[src/logic/dpg_params.svh]
// Purpose: register offsets, reset values and widths of the dual port gpio block
// Assumes: 12-bit apb byte address, one aligned 32-bit word per register
// Notes: included by bare name
`ifndef DPG_PARAMS_SVH
`define DPG_PARAMS_SVH
`define DPG_OFF_FP_DIR 12'h000
`define DPG_OFF_FP_LAT 12'h004
`define DPG_OFF_FP_VIEW 12'h008
`define DPG_OFF_FP_PCR 12'h00C
`define DPG_OFF_FP_ODR 12'h010
`define DPG_OFF_SP_DIR 12'h014
`define DPG_OFF_SP_LAT 12'h018
`define DPG_OFF_MUX 12'h01C
`define DPG_FP_W 4
`define DPG_MUX_W 9
`define DPG_RST_FP 4'h0
`define DPG_RST_SP 8'h00
`define DPG_RST_MUX 9'h000
`endif

[src/logic/dpg_pkg.sv]
// Purpose: types of the dual port gpio block
// Assumes: nothing beyond the params header
// Notes: role codes follow gray order gpio_in, gpio_out, periph_out, periph_in
package dpg_pkg;
    typedef struct packed {
        logic transmitter_enable;
        logic receiver_enable;
        logic serial_sync_mode;
        logic serial_clock_out_en;
        logic serial_ext_clock_sel;
        logic [3:0] shutdown_in_enable;
    } dpg_mux_t;
    typedef struct packed {
        logic [3:0] pu;
        logic [3:0] oe;
        logic [3:0] o;
    } dpg_fp_drv_t;
    typedef enum logic [1:0] {
        DPG_ROLE_GPIO_IN = 2'h0,
        DPG_ROLE_GPIO_OUT = 2'h1,
        DPG_ROLE_PERIPH_OUT = 2'h3,
        DPG_ROLE_PERIPH_IN = 2'h2
    } dpg_role_t;
endpackage

[src/logic/dpg_top.sv]
// Purpose: pin control for a 4-bit first port and an 8-bit second port behind apb
// Assumes: pins and peripheral signals are synchronous to pclk
// Notes: all pin and peripheral outputs are registered, one cycle after their cause
`timescale 1ns/1ps
`include "dpg_params.svh"
module dpg_top
    import dpg_pkg::*;
#(
    parameter int SP_W = 8
) (
    input wire logic pclk,
    input wire logic presetn,
    input wire logic psel,
    input wire logic penable,
    input wire logic pwrite,
    input wire logic [11:0] paddr,
    input wire logic [31:0] pwdata,
    input wire logic [3:0] pstrb,
    output logic [31:0] prdata,
    output logic pready,
    output logic pslverr,
    input wire logic [3:0] fp_pin_in,
    output dpg_fp_drv_t fp_drv,
    output logic [SP_W-1:0] sp_pin_out,
    output logic [SP_W-1:0] sp_pin_oe,
    input wire logic serial_tx_data,
    input wire logic serial_clock_drive,
    output logic serial_rx_data,
    output logic serial_clock_in,
    output logic [3:0] shutdown_in
);

    logic [31:0] prdata_ff;
    logic pready_ff;
    logic pslverr_ff;
    logic [3:0] fp_dir_ff;
    logic [3:0] fp_lat_ff;
    logic [3:0] fp_pcr_ff;
    logic [3:0] fp_odr_ff;
    logic [SP_W-1:0] sp_dir_ff;
    logic [SP_W-1:0] sp_lat_ff;
    dpg_mux_t mux_ff;
    dpg_fp_drv_t fp_drv_ff;
    logic serial_rx_ff;
    logic serial_clk_in_ff;
    logic [3:0] shutdown_ff;

    function automatic dpg_role_t pin_role(input int idx, input dpg_mux_t m, input logic dir);
        dpg_role_t r;
        r = dir ? DPG_ROLE_GPIO_OUT : DPG_ROLE_GPIO_IN;
        case (idx)
            3: begin
                if (m.serial_ext_clock_sel) begin
                    r = DPG_ROLE_PERIPH_IN;
                end else if (m.serial_sync_mode || m.serial_clock_out_en) begin
                    r = DPG_ROLE_PERIPH_OUT;
                end
            end
            2: begin
                if (m.receiver_enable) begin
                    r = DPG_ROLE_PERIPH_IN;
                end
            end
            1: begin
                if (m.transmitter_enable) begin
                    r = DPG_ROLE_PERIPH_OUT;
                end
            end
            default: begin
            end
        endcase
        if (m.shutdown_in_enable[idx]) begin
            r = DPG_ROLE_PERIPH_IN;
        end
        return r;
    endfunction

    // apb decode: read data captured in setup, write applied at the access edge
    wire setup = psel && !penable;
    wire wr_acc = psel && penable && pready_ff && pwrite;
    wire wr_lane0 = wr_acc && pstrb[0];
    wire hit_fp_dir = (paddr == `DPG_OFF_FP_DIR);
    wire hit_fp_lat = (paddr == `DPG_OFF_FP_LAT);
    wire hit_fp_view = (paddr == `DPG_OFF_FP_VIEW);
    wire hit_fp_pcr = (paddr == `DPG_OFF_FP_PCR);
    wire hit_fp_odr = (paddr == `DPG_OFF_FP_ODR);
    wire hit_sp_dir = (paddr == `DPG_OFF_SP_DIR);
    wire hit_sp_lat = (paddr == `DPG_OFF_SP_LAT);
    wire hit_mux = (paddr == `DPG_OFF_MUX);
    wire hit_any = hit_fp_dir || hit_fp_lat || hit_fp_view || hit_fp_pcr || hit_fp_odr
        || hit_sp_dir || hit_sp_lat || hit_mux;
    wire [3:0] fp_view = (fp_dir_ff & fp_lat_ff) | (~fp_dir_ff & fp_pin_in);
    // write-only and reserved bits read as zero
    wire [31:0] rd_val = hit_fp_lat ? {28'h0000000, fp_lat_ff} :
        hit_fp_view ? {28'h0000000, fp_view} :
        hit_fp_pcr ? {28'h0000000, fp_pcr_ff} :
        hit_fp_odr ? {28'h0000000, fp_odr_ff} :
        hit_sp_lat ? {{(32-SP_W){1'b0}}, sp_lat_ff} :
        hit_mux ? {23'h000000, mux_ff} : 32'h00000000;
    wire [8:0] nxt_mux = {pstrb[1] ? pwdata[8] : mux_ff[8],
        pstrb[0] ? pwdata[7:0] : mux_ff[7:0]};

    always_ff @(posedge pclk or negedge presetn) begin
        if (!presetn) begin
            prdata_ff <= 32'h00000000;
            pready_ff <= 1'b0;
            pslverr_ff <= 1'b0;
        end else begin
            pready_ff <= setup;
            pslverr_ff <= setup && !hit_any;
            prdata_ff <= (setup && !pwrite) ? rd_val : 32'h00000000;
        end
    end

    always_ff @(posedge pclk or negedge presetn) begin
        if (!presetn) begin
            fp_dir_ff <= `DPG_RST_FP;
            fp_lat_ff <= `DPG_RST_FP;
            fp_pcr_ff <= `DPG_RST_FP;
            fp_odr_ff <= `DPG_RST_FP;
            sp_dir_ff <= SP_W'(`DPG_RST_SP);
            sp_lat_ff <= SP_W'(`DPG_RST_SP);
            mux_ff <= `DPG_RST_MUX;
        end else begin
            if (wr_lane0 && hit_fp_dir) fp_dir_ff <= pwdata[3:0];
            if (wr_lane0 && hit_fp_lat) fp_lat_ff <= pwdata[3:0];
            if (wr_lane0 && hit_fp_pcr) fp_pcr_ff <= pwdata[3:0];
            if (wr_lane0 && hit_fp_odr) fp_odr_ff <= pwdata[3:0];
            if (wr_lane0 && hit_sp_dir) sp_dir_ff <= pwdata[SP_W-1:0];
            if (wr_lane0 && hit_sp_lat) sp_lat_ff <= pwdata[SP_W-1:0];
            if (wr_acc && hit_mux) mux_ff <= dpg_mux_t'(nxt_mux);
        end
    end

    // first-port pin multiplexer
    dpg_role_t role [4];
    wire [3:0] periph_val = {serial_clock_drive, 1'b0, serial_tx_data, 1'b0};
    logic [3:0] is_out;
    logic [3:0] out_val;
    dpg_fp_drv_t nxt_fp_drv;
    genvar gi;
    generate
        for (gi = 0; gi < `DPG_FP_W; gi++) begin : g_pin
            assign role[gi] = pin_role(gi, mux_ff, fp_dir_ff[gi]);
            assign is_out[gi] = (role[gi] == DPG_ROLE_GPIO_OUT)
                || (role[gi] == DPG_ROLE_PERIPH_OUT);
            assign out_val[gi] = (role[gi] == DPG_ROLE_PERIPH_OUT) ? periph_val[gi]
                : fp_lat_ff[gi];
            // open-drain drives only the low level
            assign nxt_fp_drv.oe[gi] = is_out[gi]
                && (!fp_odr_ff[gi] || !out_val[gi]);
            assign nxt_fp_drv.o[gi] = fp_odr_ff[gi] ? 1'b0 : out_val[gi];
            assign nxt_fp_drv.pu[gi] = !is_out[gi] && fp_pcr_ff[gi];
        end
    endgenerate
    wire rx_sel = mux_ff.receiver_enable && !mux_ff.shutdown_in_enable[2];
    wire ck_in_sel = mux_ff.serial_ext_clock_sel && !mux_ff.shutdown_in_enable[3];

    always_ff @(posedge pclk or negedge presetn) begin
        if (!presetn) begin
            fp_drv_ff <= '0;
            serial_rx_ff <= 1'b1;
            serial_clk_in_ff <= 1'b0;
            shutdown_ff <= 4'h0;
        end else begin
            fp_drv_ff <= nxt_fp_drv;
            serial_rx_ff <= rx_sel ? fp_pin_in[2] : 1'b1;
            serial_clk_in_ff <= ck_in_sel ? fp_pin_in[3] : 1'b0;
            shutdown_ff <= mux_ff.shutdown_in_enable & fp_pin_in;
        end
    end

    assign prdata = prdata_ff;
    assign pready = pready_ff;
    assign pslverr = pslverr_ff;
    assign fp_drv = fp_drv_ff;
    assign sp_pin_out = sp_lat_ff;
    assign sp_pin_oe = sp_dir_ff;
    assign serial_rx_data = serial_rx_ff;
    assign serial_clock_in = serial_clk_in_ff;
    assign shutdown_in = shutdown_ff;
endmodule // dpg_top

[config.mk]
export PLATFORM = sky130hd
export DESIGN_NAME = dpg_top
export DESIGN_NICKNAME = d
export VERILOG_FILES = /design/src/logic/dpg_pkg.sv /design/src/logic/dpg_top.sv
export VERILOG_INCLUDE_DIRS = /design/src /design/src/logic
export SDC_FILE = /design/constraint.sdc
export NUM_CORES = 1
export LEC_CHECK = 0
export BUFFER_PORTS_ARGS = -buffer_cell sky130_fd_sc_hd__buf_2
export CAP_MARGIN = 20
export CORE_ASPECT_RATIO = 0.6
export CORE_MARGIN = 1
export CORE_UTILIZATION = 44
export DETAILED_ROUTE_END_ITERATION = 8
export GPL_TIMING_DRIVEN = 1
export PLACE_DENSITY = 0.79
export SLEW_MARGIN = 20
export SYNTH_ARGS = -nofsm -noshare
export SYNTH_HDL_FRONTEND = slang
export SYNTH_SLANG_ARGS = --single-unit
[constraint.sdc]
create_clock -name pclk -period 1.75 [get_ports pclk]
set_clock_uncertainty 0.2 [all_clocks]
set_input_delay 0.175 -clock pclk [delete_from_list [all_inputs] [get_ports pclk]]
set_output_delay 0.175 -clock pclk [all_outputs]
set_load 0.02 [all_outputs]
==> flow_summary.json, run 1 <==
{
  "drtIter0Drc": 166,
  "grt_pass1_vias": 2580,
  "outcome": "finished, violations left",
  "r2r_slack_ns": -0.03,
  "yosysMostFrequentCell": "dfrtp_1",
  "drv_slew": 0,
  "final.setup.worst_slack_ns": -0.03228,
  "yosysSeqAreaShare_pct": 55.03,
  "drt_first_pass_iters": 7,
  "p_total_mw": 3.836,
  "yosys.area.top_type": "dfrtp_1",
  "cts_sinks": 70,
  "dieArea_sq_um": 7595,
  "syn_inst": 264,
  "fin_crit_ns": 1.782,
  "critPathKind": "reg -> reg",
  "fmax_mhz": 561.1,
  "drv_cap": 0,
  "wirelength_mm": 8.950,
  "holdPathEnd": "pslverr",
  "port_buffers": 78,
  "min_from": "psel",
  "grt_remaining_overflow": 0,
  "grt_use_total_pct": 25.53,
  "cp.required_ns": 1.77,
  "antenna_found_initial": 0,
  "fin_util_pct": 67.80,
  "placedInstanceArea_sq_um": 3998,
  "syn_area_per_cell_sq_um": 12.07,
  "rr_worst_depth": 5,
  "antenna_cells": 0,
  "ioPinCount": 127,
  "setup_viol": 15,
  "placementRows": 23,
  "cts_max_level": 3,
  "rsz0062_at_grt": "yes",
  "cts-root-buf": "clkbuf_16",
  "vias_per_cell": 5.151,
  "final_area_sq_um": 4624,
  "slowest_stage": "dfrtp_2",
  "ir_worst_vdd_mv": 0.5972,
  "holdWs_ns": 0.02353,
  "path_cells": "and4_4, nand3_4, nor4_4, buf_12, mux2_2",
  "powerDensity_nw_per_um2": 829.6,
  "finalSetupTns_ns": -0.1975,
  "crit_arrival_ns": 1.80,
  "yosysTopAreaCellShare_pct": 54.20,
  "vias": 2586,
  "initial_core_util_pct": 46.71,
  "synth_area_sq_um": 3186,
  "gp_congestion": 0.9053,
  "final.period_utilization_pct": 101.8,
  "clk_pin_slew_ns": 0.05,
  "ant_nets": 0,
  "clock_latency_ns": 0.33,
  "layout-drive-gt1-share_pct": 47.23,
  "drc": 8,
  "synth_edf_count": 0,
  "cts_tree": "yes",
  "core_area_sq_um": 6820,
  "ys_ff_latch": 70,
  "ys.flop_type": "dfrtp_1",
  "numCtsBuffers": 9,
  "synth-warning-count": 0,
  "nNetsFinal": 469,
  "grt_max_degree": 30,
  "crit_fanout": 8,
  "ys_async_sr_fraction_pct": 100.0,
  "synth.area.top_cells": "dfrtp_1 54%, mux2_2 14%, buf_4 5.4%, mux2i_1 2.5%, nor2_1 2.2%",
  "die_w_um": 111.8,
  "cp-end-kind": "register",
  "min_path_cells": 4,
  "r2r_start": "pready",
  "violations": "DRC, setup timing",
  "finalHoldViolations": 0,
  "synth.distinct_cells": 36,
  "clk_path_buf_depth": 2,
  "wl_per_cell_um": 17.83,
  "cp-start-kind": "register",
  "hold_path.class": "in -> reg",
  "die_h_um": 67.91,
  "dp_hpwl_mm": 6.607,
  "max_stage_delay_ns": 0.35,
  "syn_to_final_growth_pct": 45.17,
  "r2r-end": "sp_pin_oe[1]",
  "power.leakage_nw": 2.384,
  "synth_common_cells": "69 x dfrtp_1, 41 x mux2_2, 23 x buf_4, 19 x nor2_1, 14 x nand2_1",
  "grt_pass1_wl_mm": 13.90
}
[how the worst max path moves through the flow]
stage | endpoint | cells past startpoint | from | slack [ns]
6_report | sp_pin_oe[1] | 5 | pready | -0.03
2_1_floorplan | sp_pin_oe[0] | 4 | pready | -0.15
3_3_place_gp | fp_lat_ff[3] | 7 | paddr[10] | -0.25
5_1_grt | sp_pin_oe[4] | 5 | pready | -0.1
4_1_cts | sp_pin_oe[1] | 5 | pready | -0.03
3_5_place_dp | sp_pin_out[5] | 6 | paddr[10] | -0.30
[state kept, by name, summed over array words and instances, names as in the netlist]
register	flops
fp_dir_ff	4
fp_drv	12
serial_clock_in	1
fp_pcr_ff	4
fp_odr_ff	4
fp_lat_ff	4
pready	1
sp_pin_oe	8
mux_ff	9
pslverr	1
serial_rx_data	1
shutdown_in	4
sp_pin_out	8
prdata	9
[cell usage in the layout, fill, tap and decap left out, drive strengths merged, types with 2 or more instances in the layout]
cell         instances
a2111oi              2
a21oi                5
a22oi                5
and2                 6
buf                123
clkbuf              14
conb                23
dfrtp               69
dlygate4sd3         17
inv                  7
mux2                41
mux2i                8
nand2               14
nand2b               4
nand3               10
nor2                19
nor2b                3
nor3                10
nor4                 5
o211ai               2
o21ai                7
o221ai               2
o22ai                2
o31a                 2
o32ai                3
or3                  2
[critical path, delay by kind of cell (launching register included)]
family / cells / cell delay (ns)
flops: 1 / 0.35
simple gates: 3 / 0.59
mux: 1 / 0.33
buf+inv: 1 / 0.18
[area by class of cell]
| cell class | instances | area [sq um] |
|---|---|---|
| clock inverter | 2 | 37.54 |
| inverter | 7 | 26.28 |
| multi-input combinational | 182 | 1454 |
| clock buffer | 14 | 284.0 |
| timing repair buffer | 140 | 959.7 |
| tap | 87 | 108.9 |
| sequential | 70 | 1754 |
| fill | 526 | 2196 |
[where the power goes]
part	internal, mW	total [mW]	switching [mW]
sequential	1.62	1.62	0.00107
clock	1.26	1.92	0.658
combinational	0.116	0.296	0.180
[kinds of logic (layout without fill, tap and decap cells)]
| kind of cell | count (synthesis) | count (layout) | synth area share [%] |
|---|---|---|---|
| flops | 70 | 70 | 55.03 |
| mux | 49 | 49 | 17.01 |
| simple gates | 77 | 77 | 13.98 |
| compound gates | 33 | 33 | 7.149 |
| buf+inv | 34 | 163 | 6.716 |
| other cells | 1 | 23 | 0.1177 |
[repair_timing]
| item | 4_1_cts | 5_1_grt |
|---|---|---|
| pin swaps | 3 | 0 |
| setup endpoints to repair | 39 | 36 |
| hold endpoints to repair | 112 | 0 |
| setup buffers | 1 | 0 |
| hold buffers | 17 | 0 |
| resized for setup | 11 | 20 |
[through the flow]
stage               setup slack, ns  instances
floorplan                   -0.1487        286
finish                     -0.03228        502
global route               -0.09553        502
detailed placement          -0.2981        468
CTS                        -0.02942        502
global placement            -0.2532        468
[metal layers]
metal,GRT usage (%),up-vias,share of wire (%)
met2,38.04,121,44
met1,36.25,1273,47
li1,-,1190,-
met3,7.086,2,8.8
met4,8.108,0,0.16
met5,0,-,0
(Power assumes the default switching activity.)
==> run 2, diff against run 1 <==
RECOVER_POWER = 100   (was unset)
==> flow_summary.json, run 2 (same netlist as run 1, synthesis figures left out) <==
{
  "cp.required_ns": 1.77,
  "outcome": "finished, violations left",
  "vias_per_cell": 5.098,
  "path_cells": "and4_4, nand3_4, nor4_4, buf_12, mux2_2",
  "drv_slew": 0,
  "setup_viol": 16,
  "rsz0062_at_grt": "yes",
  "drtIter0Drc": 207,
  "crit_arrival_ns": 1.80,
  "nNetsFinal": 469,
  "ioPinCount": 127,
  "grt_pass1_wl_mm": 13.90,
  "ant_nets": 0,
  "rr_worst_depth": 5,
  "final_cell_mix": "68 x dfrtp_1, 51 x clkbuf_1, 33 x buf_4, 31 x buf_2, 24 x mux2_4",
  "holdWs_ns": 0.02165,
  "max_stage_delay_ns": 0.35,
  "placementRows": 23,
  "clk_pin_slew_ns": 0.05,
  "grt_remaining_overflow": 0,
  "nFillCells": 546,
  "die_h_um": 67.91,
  "cts_sinks": 70,
  "drv_cap": 0,
  "cts_max_level": 3,
  "die_w_um": 111.8,
  "critPathTopFamily": "simple AND/OR/NAND/NOR gates",
  "port_buffers": 78,
  "r2r-end": "sp_pin_oe[1]",
  "drc": 7,
  "placedInstanceArea_sq_um": 3998,
  "gp_congestion": 0.9053,
  "min_path_cells": 4,
  "cts-root-buf": "clkbuf_16",
  "antenna_found_initial": 0,
  "grt_max_degree": 30,
  "finalHoldViolations": 0,
  "top_layer": "met4",
  "slowest_stage": "dfrtp_2",
  "final_common_cell": "dfrtp_1",
  "vias": 2559,
  "violations": "DRC, setup timing",
  "wl_met3_um": 849,
  "syn_to_final_growth_pct": 42.07,
  "power.leakage_nw": 2.163,
  "cp-start-kind": "register",
  "hold_path.class": "in -> reg",
  "met2_wirelength_mm": 3.831,
  "min_from": "psel",
  "wirelength_mm": 8.910,
  "clk_path_buf_depth": 2,
  "initial_core_util_pct": 46.71,
  "cp_num_buf_inv": 1,
  "clock_latency_ns": 0.34,
  "holdPathEnd": "pslverr",
  "critPathKind": "reg -> reg",
  "dp_hpwl_mm": 6.607,
  "wl_met1_mm": 4.173,
  "r2r_start": "pready",
  "fmax_mhz": 562.3,
  "worstMarginPinSlew_ns": 1.063,
  "grt_use_total_pct": 25.53,
  "cts_tree": "yes",
  "antenna_cells": 0,
  "powerDensity_nw_per_um2": 847.1,
  "wl_per_cell_um": 17.75,
  "core_area_sq_um": 6820,
  "numCtsBuffers": 9,
  "crit_fanout": 8,
  "grt_pass1_vias": 2580,
  "cp-end-kind": "register",
  "layout-drive-gt1-share_pct": 35.18,
  "slew_headroom_pct": 29.15,
  "ir_worst_vdd_mv": 0.5954,
  "largest_register_ff_count": 12,
  "final_area_sq_um": 4526,
  "dieArea_sq_um": 7595,
  "r2r_slack_ns": -0.03,
  "drt_first_pass_iters": 6,
  "final.period_utilization_pct": 101.6,
  "fin_crit_ns": 1.778,
  "final.setup.worst_slack_ns": -0.02842
}
-- run 2: cell types whose count changed in the layout (fill, tap and decap cells not counted) --
cell,delta
and2_0,+4
and2_1,-4
buf_12,-2
buf_2,-47
buf_4,-5
buf_6,+1
clkbuf_1,+50
clkbuf_2,+3
-- run 2: layer usage --
layer | up-vias | global-route usage, %
met5 | - | 0
met4 | 0 | 8.108
met3 | 6 | 7.086
met2 | 119 | 38.04
met1 | 1245 | 36.25
li1 | 1189 | -
-- run 2: repair_timing --
item	4_1_cts	5_1_grt
endpoints found under the setup margin	39	36
buffers inserted	1	0
gates resized for setup	11	20
pin swaps	3	0
hold endpoints to repair	112	0
hold buffers	17	0
gates cloned	0	0
-- run 2: where the power goes --
group | switching [mW] | total, mW | internal (mW)
Combinational | 0.180 | 0.290 | 0.110
Sequential | 0.00112 | 1.62 | 1.62
Clock | 0.662 | 1.92 | 1.26
-- run 2: worst max path at each step --
stage          startpoint       endpoint  depth (start not counted)
3_5_place_dp    paddr[10]  sp_pin_out[5]                          6
4_1_cts            pready   sp_pin_oe[1]                          5
3_3_place_gp    paddr[10]   fp_lat_ff[3]                          7
6_report           pready   sp_pin_oe[1]                          5
2_1_floorplan      pready   sp_pin_oe[0]                          4
5_1_grt            pready   sp_pin_oe[4]                          5
-- run 2: final cells by class --
class / instances / area [sq um] / area share [%]
clock buffers: 14 / 284.0 / 6.276
repair buffers: 140 / 860.8 / 19.02
inverters: 7 / 26.28 / 0.5806
flip-flops and latches: 70 / 1754 / 38.76
multi-input cells: 182 / 1454 / 32.13
clock inverters: 2 / 37.54 / 0.8294
well taps: 87 / 108.9 / 2.405
-- run 2: through the flow --
step	cells	worst slack (ns)	utilization (%)	TNS (ns)	total power, mW
final	502	-0.02842	66.35	-0.2284	3.834
after global routing	502	-0.09553	66.35	-3.101	3.950
after CTS	502	-0.02942	66.63	-0.1935	3.864
after detailed placement	468	-0.2981	58.61	-10.44	1.913
after global placement	468	-0.2532	58.61	-9.505	1.909
after floorplan	286	-0.1487	-	-3.317	1.796
-- run 2: tightest hold or removal path: cells and delay by family --
kind / cells / cell delay, ns
buffers and inverters: 2 / 0.22
AND/OR/NAND/NOR: 2 / 0.12
==> run 3, diff against run 2 <==
CORE_UTILIZATION = 45   (was 44)
CTS_BUF_LIST = sky130_fd_sc_hd__clkbuf_4 sky130_fd_sc_hd__clkbuf_8   (was unset)
PLACE_DENSITY = 0.81   (was 0.79)
==> flow_summary.json, run 3 (same netlist as run 1, synthesis figures left out) <==
{
  "outcome": "finished, violations left",
  "violations": "setup timing",
  "p_total_mw": 3.385,
  "cp.required_ns": 1.79,
  "drv_slew": 0,
  "grt_pass1_vias": 2550,
  "layout-drive-gt1-share_pct": 37.17,
  "clk_path_buf_depth": 2,
  "power.leakage_nw": 2.137,
  "syn_to_final_growth_pct": 39.36,
  "cp-end-kind": "register",
  "wl_per_cell_um": 17.26,
  "fmax_mhz": 551.5,
  "die_h_um": 67.17,
  "ioPinCount": 127,
  "crit_arrival_ns": 1.85,
  "numCtsBuffers": 9,
  "gp_congestion": 0.9370,
  "grt_use_total_pct": 24.77,
  "dp_hpwl_mm": 6.134,
  "largest_register_ff_count": 12,
  "vias_per_cell": 5.196,
  "clock_latency_ns": 0.35,
  "initial_core_util_pct": 47.10,
  "powerDensity_nw_per_um2": 762.6,
  "placedInstanceArea_sq_um": 3935,
  "clk_pin_slew_ns": 0.07,
  "grt_pass1_wl_mm": 13.50,
  "antenna_cells": 0,
  "placementRows": 23,
  "die_w_um": 110.6,
  "worstMarginPinSlew_ns": 0.9248,
  "drtIter0Drc": 175,
  "post-place-ws_ns": -0.4195,
  "antenna_found_initial": 0,
  "core_area_sq_um": 6763,
  "final.period_utilization_pct": 103.6,
  "final_cell_mix": "68 x dfrtp_1, 48 x clkbuf_1, 32 x buf_2, 32 x buf_4, 26 x mux2_2",
  "port_buffers": 78,
  "fin_util_pct": 65.64,
  "nNetsFinal": 471,
  "stdcell_count": 504,
  "ir_worst_vdd_mv": 0.5706,
  "drt_first_pass_iters": 5,
  "grt_remaining_overflow": 0,
  "final_area_sq_um": 4439,
  "finalHoldViolations": 0,
  "cts-root-buf": "clkbuf_8",
  "final_common_cell": "dfrtp_1",
  "dp.cells": 463,
  "cts_tree": "yes",
  "hold_path.class": "in -> reg",
  "wirelength_mm": 8.699,
  "fin_crit_ns": 1.813,
  "slew_headroom_pct": 38.35,
  "r2r_slack_ns": -0.06,
  "rsz0062_at_grt": "yes",
  "drv_cap": 0,
  "cts_max_level": 3,
  "vias": 2619,
  "final.setup.worst_slack_ns": -0.06320,
  "dieArea_sq_um": 7430,
  "crit_fanout": 3,
  "cts_sinks": 70,
  "critPathKind": "reg -> reg",
  "drc": 0,
  "ant_nets": 0,
  "cp-start-kind": "register",
  "grt_max_degree": 71,
  "setup_viol": 21
}
[run 3: timing repair]
item,4_1_cts,5_1_grt
resized for setup,15,19
setup buffers,5,2
hold buffers,18,0
setup endpoints to repair,32,42
endpoints found under the hold margin,116,0
pin swaps,4,2
[run 3: final timing paths]
| path | from | to | depth (start not counted) |
|---|---|---|---|
| max in group asynchronous | presetn | pready | 3 |
| min in group asynchronous | presetn | mux_ff[7] | 3 |
| hold reg to reg | mux_ff[7] | serial_rx_data | 1 |
| setup reg to reg | pready | fp_pcr_ff[0] | 5 |
| setup / recovery | pready | fp_pcr_ff[0] | 5 |
| hold / removal | serial_clock_drive | fp_drv[7] | 4 |
[run 3: report_power, final]
| group | leakage [nW] | switching [mW] | internal (mW) | total (mW) |
|---|---|---|---|---|
| clock | 0.116 | 0.606 | 0.880 | 1.49 |
| sequential | 0.961 | 0.00118 | 1.62 | 1.62 |
| combinational | 1.06 | 0.178 | 0.101 | 0.279 |
| total | 2.14 | 0.785 | 2.60 | 3.39 |
[run 3: worst max-delay path, stage by stage (launching register included)]
cell and delay (ns):
dfrtp_2 0.36, and4_4 0.24, nand3_4 0.11, nor4_2 0.27, buf_4 0.19, mux2_2 0.32
[run 3: stage by stage]
stage               hold WS (ns)  TNS, ns
finish                   0.01199  -0.6434
global route             0.04244   -2.032
CTS                    0.0007996   -1.505
detailed placement       0.02591   -14.11
global placement         0.02072   -10.95
floorplan                -0.3206   -3.317
[run 3: routing by layer]
metal / track usage [%] / vias to the layer above / part of all wire [%]
met3: 8.438 / 10 / 8.4
li1: - / 1196 / -
met2: 37.34 / 134 / 46
met5: 0 / - / 0
met4: 6.500 / 0 / 0.68
met1: 34.48 / 1279 / 45
[run 3: final cells by class]
class	instances	area [sq um]
tap	87	108.9
clock buffer	11	151.4
timing repair buffer	142	883.3
multi-input combinational	182	1434
sequential	70	1754
inverter	7	26.28
fill	557	2323
clock inverter	5	81.33
